**src/common/ecap_pkg.sv**
```systemverilog
package ecap_pkg;
    // ****************************************************************
    // Register map (byte offsets, byte offset = 4 x word index)
    // ****************************************************************
    localparam logic [7:0] ECAP_OFS_CTRL1 = 8'h00;
    localparam logic [7:0] ECAP_OFS_CTRL2 = 8'h04;
    localparam logic [7:0] ECAP_OFS_COUNT = 8'h08;
    localparam logic [7:0] ECAP_OFS_PHASE = 8'h0C;
    localparam logic [7:0] ECAP_OFS_SLOT1 = 8'h10;
    localparam logic [7:0] ECAP_OFS_SLOT2 = 8'h14;
    localparam logic [7:0] ECAP_OFS_SLOT3 = 8'h18;
    localparam logic [7:0] ECAP_OFS_SLOT4 = 8'h1C;
    localparam logic [7:0] ECAP_OFS_FLAG = 8'h20;
    localparam logic [7:0] ECAP_OFS_MASK = 8'h24;
    localparam logic [7:0] ECAP_OFS_SYSCTL = 8'h28;
    // ****************************************************************
    // Field positions
    // ****************************************************************
    // Control 1: edge polarity per capture event (1 = falling)
    localparam int ECAP_BIT_POL0 = 0;
    // Control 2 fields
    localparam int ECAP_BIT_RUN = 0;
    localparam int ECAP_BIT_SYNCI_EN = 1;
    localparam int ECAP_BIT_SYNCO_SEL = 2;
    localparam int ECAP_BIT_MODE = 3;
    localparam int ECAP_BIT_OUT_POL = 4;
    localparam int ECAP_BIT_SWSYNC = 5;
    // Flag bits
    localparam int ECAP_FLG_CEVT0 = 0;
    localparam int ECAP_FLG_OVF = 4;
    localparam int ECAP_FLG_PRD = 5;
    localparam int ECAP_FLG_CMP = 6;
    localparam int ECAP_NFLAGS = 7;
    // ****************************************************************
    // Reset values
    // ****************************************************************
    localparam logic [31:0] ECAP_RST_CTRL = 32'h0000_0000;
    localparam logic [31:0] ECAP_RST_WORD = 32'h0000_0000;
    localparam logic ECAP_RST_CLKEN = 1'b0;
    localparam logic [1:0] ECAP_RST_IDX = 2'h0;
    // Capture event sequence
    typedef enum logic [3:0] {
        ECAP_SEQ_E1 = 4'h1,
        ECAP_SEQ_E2 = 4'h2,
        ECAP_SEQ_E3 = 4'h4,
        ECAP_SEQ_E4 = 4'h8
    } ecap_seq_type;
endpackage : ecap_pkg

```
**src/common/ecap_evt_if.sv**
```systemverilog
`timescale 1ns/100ps
`default_nettype none
// Capture event rise and fall strobes passed from edge detector to the core
interface ecap_evt_if;
    logic rise;
    logic fall;
    modport src (output rise, output fall);
    modport dst (input rise, input fall);
endinterface : ecap_evt_if
`default_nettype wire

```
**src/ecap_channel.sv**
```systemverilog
// Added by the designer: the Wishbone register port and the register addresses.
`timescale 1ns/100ps
`default_nettype none
// Behaviour
// Capture mode timestamps edges on the event input against the internal counter.
// One mode bit in the second control register selects capture or pulse mode.
// In pulse mode the counter counts only upward as the waveform time base.
// In pulse mode first register is period, second is compare.
// In pulse mode third and fourth registers shadow period and compare.
// The same four registers serve both modes, meaning set by the mode bit.
// Counter has a sync input and sync output for chaining timing modules.
// Capture, pulse and counter events are flagged and merged into one interrupt.
// Channel runs on the system clock, gated by a system-control enable bit.
// Event source holds capture pulses at least two system clock cycles.
// Each qualifying edge latches the counter into the next register and flags it.
module ecap_channel
    import ecap_pkg::*;
(
    input wire logic clk_sys,
    input wire logic rst,
    input wire logic [31:0] wb_adr_i,
    input wire logic [31:0] wb_dat_i,
    output logic [31:0] wb_dat_o,
    input wire logic [3:0] wb_sel_i,
    input wire logic wb_we_i,
    input wire logic wb_cyc_i,
    input wire logic wb_stb_i,
    output logic wb_ack_o,
    output logic wb_err_o,
    input wire logic capture_event_input,
    input wire logic counter_sync_input,
    output logic counter_sync_output,
    output logic aux_pulse_output,
    output logic channel_interrupt_request
);
    // ****************************************************************
    // Bus decode
    // ****************************************************************
    logic req_w;
    logic wr_w;
    logic [7:0] ofs_w;
    logic hit_w;
    logic ack_reg;
    logic [31:0] rdat_reg;
    logic [31:0] rdat_next;
    logic [31:0] wmask_w;
    assign req_w = wb_cyc_i & wb_stb_i & ~ack_reg;
    // Writes land at the edge that samples ack, as a classic master expects;
    // an acked request always hit, so the address check is not repeated here
    assign wr_w = wb_cyc_i & wb_stb_i & wb_we_i & ack_reg;
    assign ofs_w = wb_adr_i[7:0];
    assign hit_w = (wb_adr_i[31:8] == 24'h000000) && (ofs_w[1:0] == 2'h0) && (ofs_w <= ECAP_OFS_SYSCTL);
    assign wmask_w = {{8{wb_sel_i[3]}}, {8{wb_sel_i[2]}}, {8{wb_sel_i[1]}}, {8{wb_sel_i[0]}}};
    // ****************************************************************
    // Registers
    // ****************************************************************
    logic [31:0] ctrl1_reg;
    logic [31:0] ctrl2_reg;
    logic [31:0] count_reg;
    logic [31:0] count_next;
    logic [31:0] phase_reg;
    logic [31:0] cap_reg [4];
    logic [ECAP_NFLAGS-1:0] flag_reg;
    logic [ECAP_NFLAGS-1:0] mask_reg;
    logic [ECAP_NFLAGS-1:0] evt_w;
    logic clken_reg;
    logic [1:0] idx_reg;
    logic pulse_reg;
    logic pwm_mode_w;
    logic run_w;
    logic sync_w;
    logic counter_sync_input_w;
    logic counter_sync_input_d_reg;
    logic cap_hit_w;
    logic prd_hit_w;
    logic cmp_hit_w;
    logic ovf_w;
    logic [3:0] cap_evt_w;
    ecap_seq_type seq_w;
    ecap_evt_if cap_if ();
    ecap_evt_if syn_if ();
    // Capture pin and sync pin each pass two flops before use
    ecap_edge u_cap (
        .clk_sys(clk_sys),
        .rst(rst),
        .pin(capture_event_input),
        .evt(cap_if)
    );
    ecap_edge u_syn (
        .clk_sys(clk_sys),
        .rst(rst),
        .pin(counter_sync_input),
        .evt(syn_if)
    );
    assign pwm_mode_w = ctrl2_reg[ECAP_BIT_MODE];
    assign run_w = clken_reg & ctrl2_reg[ECAP_BIT_RUN];
    assign counter_sync_input_w = syn_if.rise & ctrl2_reg[ECAP_BIT_SYNCI_EN];
    assign sync_w = counter_sync_input_w | (wr_w && ofs_w == ECAP_OFS_CTRL2 && wb_sel_i[0] && wb_dat_i[ECAP_BIT_SWSYNC]);
    assign prd_hit_w = run_w & pwm_mode_w & (count_reg == cap_reg[0]);
    assign cmp_hit_w = run_w & pwm_mode_w & (count_reg == cap_reg[1]);
    assign ovf_w = run_w & ~pwm_mode_w & (count_reg == 32'hFFFF_FFFF);
    // One-hot register select for the event now in line
    assign seq_w = ecap_seq_type'(4'h1 << idx_reg);
    assign cap_hit_w = run_w & ~pwm_mode_w & (ctrl1_reg[ECAP_BIT_POL0 + idx_reg] ? cap_if.fall : cap_if.rise);
    assign cap_evt_w = cap_hit_w ? seq_w : 4'h0;
    assign evt_w = {cmp_hit_w, prd_hit_w, ovf_w, cap_evt_w};
    // Counter: loads phase on sync, wraps on period in pulse mode
    always_comb begin
        count_next = count_reg;
        if (sync_w) begin
            count_next = phase_reg;
        end else if (run_w) begin
            count_next = prd_hit_w ? ECAP_RST_WORD : count_reg + 32'h0000_0001;
        end
    end
    // Sync output: sync input delayed one cycle, or a period match
    assign counter_sync_output = ctrl2_reg[ECAP_BIT_SYNCO_SEL] ? prd_hit_w : counter_sync_input_d_reg;
    always_ff @(posedge clk_sys) begin
        if (rst) begin
            count_reg <= ECAP_RST_WORD;
            counter_sync_input_d_reg <= 1'b0;
        end else begin
            count_reg <= count_next;
            counter_sync_input_d_reg <= counter_sync_input_w;
        end
    end
    // Capture sequencing; stamps the counter value of the detect cycle
    always_ff @(posedge clk_sys) begin
        if (rst || pwm_mode_w) begin
            idx_reg <= ECAP_RST_IDX;
        end else if (cap_hit_w) begin
            idx_reg <= idx_reg + 2'h1;
        end
    end
    // Pulse output: high from period reload until compare match
    always_ff @(posedge clk_sys) begin
        if (rst || !pwm_mode_w) begin
            pulse_reg <= 1'b0;
        end else if (cmp_hit_w) begin
            pulse_reg <= 1'b0;
        end else if (prd_hit_w) begin
            pulse_reg <= 1'b1;
        end
    end
    assign aux_pulse_output = pulse_reg ^ ctrl2_reg[ECAP_BIT_OUT_POL];
    // Control and system registers; software sync bit is self-clearing
    always_ff @(posedge clk_sys) begin
        if (rst) begin
            ctrl1_reg <= ECAP_RST_CTRL;
            ctrl2_reg <= ECAP_RST_CTRL;
            phase_reg <= ECAP_RST_WORD;
            mask_reg <= '0;
            clken_reg <= ECAP_RST_CLKEN;
        end else if (wr_w) begin
            case (ofs_w)
                ECAP_OFS_CTRL1: ctrl1_reg <= (ctrl1_reg & ~wmask_w) | (wb_dat_i & wmask_w & 32'h0000_000F);
                ECAP_OFS_CTRL2: ctrl2_reg <= (ctrl2_reg & ~wmask_w) | (wb_dat_i & wmask_w & 32'h0000_001F);
                ECAP_OFS_PHASE: phase_reg <= (phase_reg & ~wmask_w) | (wb_dat_i & wmask_w);
                ECAP_OFS_MASK: if (wb_sel_i[0]) mask_reg <= wb_dat_i[ECAP_NFLAGS-1:0];
                ECAP_OFS_SYSCTL: if (wb_sel_i[0]) clken_reg <= wb_dat_i[0];
                default: ;
            endcase
        end
    end
    // Four shared registers: stamps in capture mode, period/compare with
    // shadows in pulse mode. Software writes to the third and fourth land in
    // the shadows, which reach the active pair at the period boundary.
    generate
        for (genvar i = 0; i < 4; i++) begin : g_cap
            logic [7:0] my_ofs;
            logic wr_hit;
            assign my_ofs = ECAP_OFS_SLOT1 + 8'(4 * i);
            assign wr_hit = wr_w && (ofs_w == my_ofs);
            if (i < 2) begin : g_active
                // Active pair; a write that meets a period match loses to the reload
                always_ff @(posedge clk_sys) begin
                    if (rst) begin
                        cap_reg[i] <= ECAP_RST_WORD;
                    end else if (cap_evt_w[i]) begin
                        cap_reg[i] <= count_reg;
                    end else if (prd_hit_w) begin
                        cap_reg[i] <= cap_reg[i + 2];
                    end else if (wr_hit) begin
                        cap_reg[i] <= (cap_reg[i] & ~wmask_w) | (wb_dat_i & wmask_w);
                    end
                end
            end else begin : g_shadow
                // Shadow pair; written by software and by capture stamps, never by the period logic
                always_ff @(posedge clk_sys) begin
                    if (rst) begin
                        cap_reg[i] <= ECAP_RST_WORD;
                    end else if (cap_evt_w[i]) begin
                        cap_reg[i] <= count_reg;
                    end else if (wr_hit) begin
                        cap_reg[i] <= (cap_reg[i] & ~wmask_w) | (wb_dat_i & wmask_w);
                    end
                end
            end
        end
    endgenerate
    // Sticky flags: set wins over write-one-to-clear
    always_ff @(posedge clk_sys) begin
        if (rst) begin
            flag_reg <= '0;
        end else if (wr_w && ofs_w == ECAP_OFS_FLAG && wb_sel_i[0]) begin
            flag_reg <= (flag_reg & ~wb_dat_i[ECAP_NFLAGS-1:0]) | evt_w;
        end else begin
            flag_reg <= flag_reg | evt_w;
        end
    end
    assign channel_interrupt_request = |(flag_reg & mask_reg);
    // Read mux
    always_comb begin
        rdat_next = 32'h0000_0000;
        case (ofs_w)
            ECAP_OFS_CTRL1: rdat_next = ctrl1_reg;
            ECAP_OFS_CTRL2: rdat_next = ctrl2_reg;
            ECAP_OFS_COUNT: rdat_next = count_reg;
            ECAP_OFS_PHASE: rdat_next = phase_reg;
            ECAP_OFS_SLOT1: rdat_next = cap_reg[0];
            ECAP_OFS_SLOT2: rdat_next = cap_reg[1];
            ECAP_OFS_SLOT3: rdat_next = cap_reg[2];
            ECAP_OFS_SLOT4: rdat_next = cap_reg[3];
            ECAP_OFS_FLAG: rdat_next = {25'h0, flag_reg};
            ECAP_OFS_MASK: rdat_next = {25'h0, mask_reg};
            ECAP_OFS_SYSCTL: rdat_next = {31'h0, clken_reg};
            default: rdat_next = 32'h0000_0000;
        endcase
    end
    // One-cycle answer; unmapped addresses get err instead of ack
    logic err_reg;
    always_ff @(posedge clk_sys) begin
        if (rst) begin
            ack_reg <= 1'b0;
            err_reg <= 1'b0;
            rdat_reg <= ECAP_RST_WORD;
        end else begin
            ack_reg <= req_w & hit_w;
            err_reg <= req_w & ~hit_w;
            rdat_reg <= rdat_next;
        end
    end
    assign wb_ack_o = ack_reg;
    assign wb_err_o = err_reg;
    assign wb_dat_o = rdat_reg;
endmodule : ecap_channel
`default_nettype wire

```
**src/ecap_sync2.sv**
```systemverilog
`timescale 1ns/100ps
`default_nettype none
// Two-stage synchroniser; first stage feeds only the second
module ecap_sync2 (
    input wire logic clk_sys,
    input wire logic rst,
    input wire logic din,
    output logic dout
);
    logic s1_reg;
    // Reset to low so no spurious edge follows reset
    always_ff @(posedge clk_sys) begin
        if (rst) begin
            s1_reg <= 1'b0;
            dout <= 1'b0;
        end else begin
            s1_reg <= din;
            dout <= s1_reg;
        end
    end
endmodule : ecap_sync2

```
**src/ecap_edge.sv**
```systemverilog
`timescale 1ns/100ps
`default_nettype none
// Synchronise a pin and report its edges as one-cycle strobes
module ecap_edge (
    input wire logic clk_sys,
    input wire logic rst,
    input wire logic pin,
    ecap_evt_if.src evt
);
    logic sync_w;
    logic prev_reg;
    ecap_sync2 u_sync (
        .clk_sys(clk_sys),
        .rst(rst),
        .din(pin),
        .dout(sync_w)
    );
    // Edge memory reads only the second stage
    always_ff @(posedge clk_sys) begin
        if (rst) begin
            prev_reg <= 1'b0;
        end else begin
            prev_reg <= sync_w;
        end
    end
    assign evt.rise = sync_w & ~prev_reg;
    assign evt.fall = ~sync_w & prev_reg;
endmodule : ecap_edge

```
**config.mk**
```make
export PLATFORM = sky130hd
export DESIGN_NAME = ecap_channel
export DESIGN_NICKNAME = d
export VERILOG_FILES = /design/src/common/ecap_pkg.sv /design/src/common/ecap_evt_if.sv /design/src/ecap_channel.sv /design/src/ecap_sync2.sv /design/src/ecap_edge.sv
export SDC_FILE = /design/constraint.sdc
export NUM_CORES = 1
export LEC_CHECK = 0
export BUFFER_PORTS_ARGS = -buffer_cell sky130_fd_sc_hd__buf_2
export CAP_MARGIN = 20
export CORE_MARGIN = 10
export CORE_UTILIZATION = 52
export CTS_BUF_LIST = sky130_fd_sc_hd__clkbuf_8
export CTS_CLUSTER_DIAMETER = 30
export DETAILED_ROUTE_END_ITERATION = 12
export PLACE_DENSITY = 0.85
export SETUP_SLACK_MARGIN = 0.02
export SYNTH_ARGS = -nofsm -noshare
export SYNTH_HDL_FRONTEND = slang
export SYNTH_SLANG_ARGS = --single-unit
export TNS_END_PERCENT = 30
```
**constraint.sdc**
```tcl
create_clock -name clk_sys -period 3 [get_ports clk_sys]
set_input_delay 0.45 -clock clk_sys [delete_from_list [all_inputs] [get_ports clk_sys]]
set_output_delay 0.45 -clock clk_sys [all_outputs]
set_load 0.01 [all_outputs]
```
==> metrics.csv <==
stage;metric;value;unit
die;Die Area;37800;um2
synthesis;Most used DFF post-synth;dfxtp_1;
clock_tree;Clock Sinks;315;
grt;global route hottest layer;met2;
power;Leakage Power;0.00680;uW
die;core area;29800;um2
place;final HPWL from detailed placement;40.9;mm
grt;met1 Track Usage GR;0.391;
setup_path;crit path DAT;2.50;ns
layout;Nets;1945;
setup_path;startpoint types;flip-flop;
route;post-route DRC violation count;0;
setup_path;CP endpoint kind;primary output;
route;vias post-DR;15400;
clock_tree;CTS tree;done;
timing;Worst Max-Slew Pin Slew;0.861;ns
power;Int Pwr;7740;uW
power;Peak VDD IR;0.000324;V
power;clock power share;0.494;
synthesis;Synth area leaders;edfxtp_1, dfxtp_1, nand2_1, a22oi_1, o21ai_0;
die;row count;63;
route;routed vias/inst;6.66;
grt;met3 GRT Util;0.0790;
route;WL/cell;25.5;um
clock_tree;total CTS buffers;69;
setup_path;WP data required;2.55;ns
power;Sw Pwr;2510;uW
grt;first-pass GRT wire length;89.0;mm
route;Pre-antenna DRT Iters;7;
clock_tree;clock latency on the worst-skew pair;0.60;ns
synthesis;Cells after Synth;1702;
timing;setup violators final;0;
timing;Final Max Slew Viols;0;
synthesis;Post-synth EDFFs;128;
grt;grt ovf;0;
synthesis;Syn. warnings;0;
clock_tree;clock-pin transition on the worst setup and hold timing paths;0.06;ns
synthesis;cell taking the most area after synthesis;edfxtp_1;
timing;post-route setup slack;0.0473;ns
route;number of routed nets with antenna violations;0;
layout;fillers;2428;
grt;M2 GR Usage;0.436;
grt;vias in the first global route;14900;
power;Flop pwr share;0.451;
place;Place WS;0.116;ns
clock_tree;CTS Buffer Depth;3;
clock_tree;CTS root buf;clkbuf_8;
timing;Final Hold Fails;0;
synthesis;Synth top cells by count;nand2_1, dfxtp_1, edfxtp_1;
synthesis;Yosys top cell area share;0.243;
timing;Max Fclk;339;MHz
place;gpl congestion;1.02;
die;starting density of the core;0.531;
synthesis;Synthesized Nets;1782;
route;final wirelength;59.1;mm
power;Logic pwr share;0.055;
layout;area growth from synthesis to layout;18.4;%
synthesis;mean area per synthesized cell;9.29;um2
power;Switching Share;0.245;
job;max_cap viols;0;
synthesis;asr flop ratio synth;0;
grt;All-Layer GR Usage;0.298;
synthesis;sequential cell area fraction in the yosys report;0.480;
clock_tree;# H-tree levels;3;
die;Die Y;194;um
grt;pin count of the biggest net entering global routing;64;
outcome;status;finished clean;
hold_path;worst hold path type;input pin to flip-flop;
timing;relative slew slack;0.423;
timing;Final TNS setup;0;ns
route;initial detailed-routing violation count;2518;
timing;RSZ-0062 raised after global routing;yes;
timing;Tmin final;2.95;ns
power;Power Density;547;nW/um2
die;# IOs;112;
die;Die Width;194;um
synthesis;most frequent cell after synthesis;nand2_1;
place;# port buffers;111;
timing;crit share post-route;0.984;
setup_path;CP Class;flip-flop to primary output;
synthesis;library cells used by synthesis;72;
grt;initial antenna violation count;2;
synthesis;Yosys reg bits;315;
setup_path;worst-path fanout max;2;
synthesis;Post-Syn Area;15800;um2
timing;Setup Skew;0.0334;ns
layout;share of layout cells above drive strength 1;0.210;
==> final cells by class <==
cell class	instances	area [um2]	area share
antenna	1	2.50	0.000134
inverter	6	22.5	0.00120
timing repair buffer	237	1580	0.0845
clock inverter	50	423	0.0226
clock buffer	78	1070	0.0573
tap	390	488	0.0260
multi-input combinational	1236	7550	0.403
sequential	315	7590	0.405
==> power groups by stage <==
stage	clock, uW	sequential, uW	combinational, uW
finish	5060	4620	568
global route	5320	4620	588
CTS	5070	4610	542
detailed placement	0	4700	536
global placement	0	4700	526
floorplan	0	4680	281
==> metal layers <==
layer / wire (um) / up-vias / part of all wire
li1: - / 6602 / -
met1: 21800 / 7212 / 0.37
met2: 25100 / 1319 / 0.42
met3: 8770 / 281 / 0.15
met4: 3360 / 0 / 0.057
met5: 0 / - / 0
==> per-stage QoR <==
step | total power (uW) | instance area [um2] | std cells | hold WS [ns] | util
finish | 10200 | 18700 | 2313 | 0.0978 | 0.629
detailed placement | 5240 | 17200 | 2182 | 0.443 | 0.576
global placement | 5220 | 17200 | 2182 | 0.435 | 0.576
floorplan | 4960 | 15800 | 1702 | 0.414 | -
CTS | 10200 | 18700 | 2312 | 0.0798 | 0.628
global route | 10500 | 18700 | 2312 | 0.0974 | 0.629
==> path summary, 6_finish.rpt <==
kind	startpoint	endpoint	slack, ns	cells after the start
max reg2reg	idx_reg[0]	flip-flop	0.10	7
max	flip-flop	counter_sync_output	0.05	8
min	counter_sync_input	u_syn.u_sync.s1_reg	0.1	2
min reg2reg	u_cap.u_sync.s1_reg	u_cap.u_sync.dout	0.45	1
==> kinds of logic (layout without fill, tap and decap cells) <==
family | after synthesis | count (layout) | share of synthesized area
flops | 315 | 315 | 0.480
buf+inv | 151 | 371 | 0.0499
other cells | 0 | 1 | 0
simple gates | 608 | 608 | 0.182
mux | 55 | 55 | 0.0361
compound gates | 488 | 488 | 0.204
fa+ha+maj | 5 | 5 | 0.00396
xor+xnor | 80 | 80 | 0.0443
==> worst max-delay path: stages (launching register included) <==
cell,delay (ns)
edfxtp_1,0.41
xor2_1,0.19
nor4_2,0.32
buf_4,0.18
nand4_1,0.13
nor3_4,0.26
buf_6,0.16
mux2_2,0.14
buf_2,0.12
==> cell usage in the layout, fill, tap and decap left out, types with 6 or more instances in the layout <==
cell,netlist,layout
mux2i_1,48,48
xnor2_1,41,41
or3_1,6,6
nand3_1,40,39
o211ai_1,23,23
a21boi_0,7,7
nor3_1,20,19
a31oi_1,41,41
a22oi_1,88,88
o21ai_0,112,112
o211ai_2,10,10
and3_1,18,18
a221oi_1,12,12
nor2_1,57,52
a21oi_1,100,100
xor2_1,39,38
nor2b_1,9,9
buf_4,6,120
buf_12,4,6
clkinv_2,0,14
a211oi_1,6,6
and2_1,65,65
nand2_1,313,312
buf_2,42,110
inv_1,6,23
edfxtp_1,128,128
clkbuf_8,0,78
dfxtp_1,187,182
nor4_1,24,19
a222oi_1,29,29
nand4_1,27,27
mux2_2,6,6
o21ai_1,20,19
nor4_2,1,6
bufinv_16,0,7
==> what timing repair did <==
item,4_1_cts,5_1_grt
setup buffers,2,0
endpoints found under the setup margin,1,43
pin swaps,3,2
gates cloned,0,0
hold buffers,0,0
gates resized for setup,7,8
No activity file was read; power rests on OpenSTA's default activity.
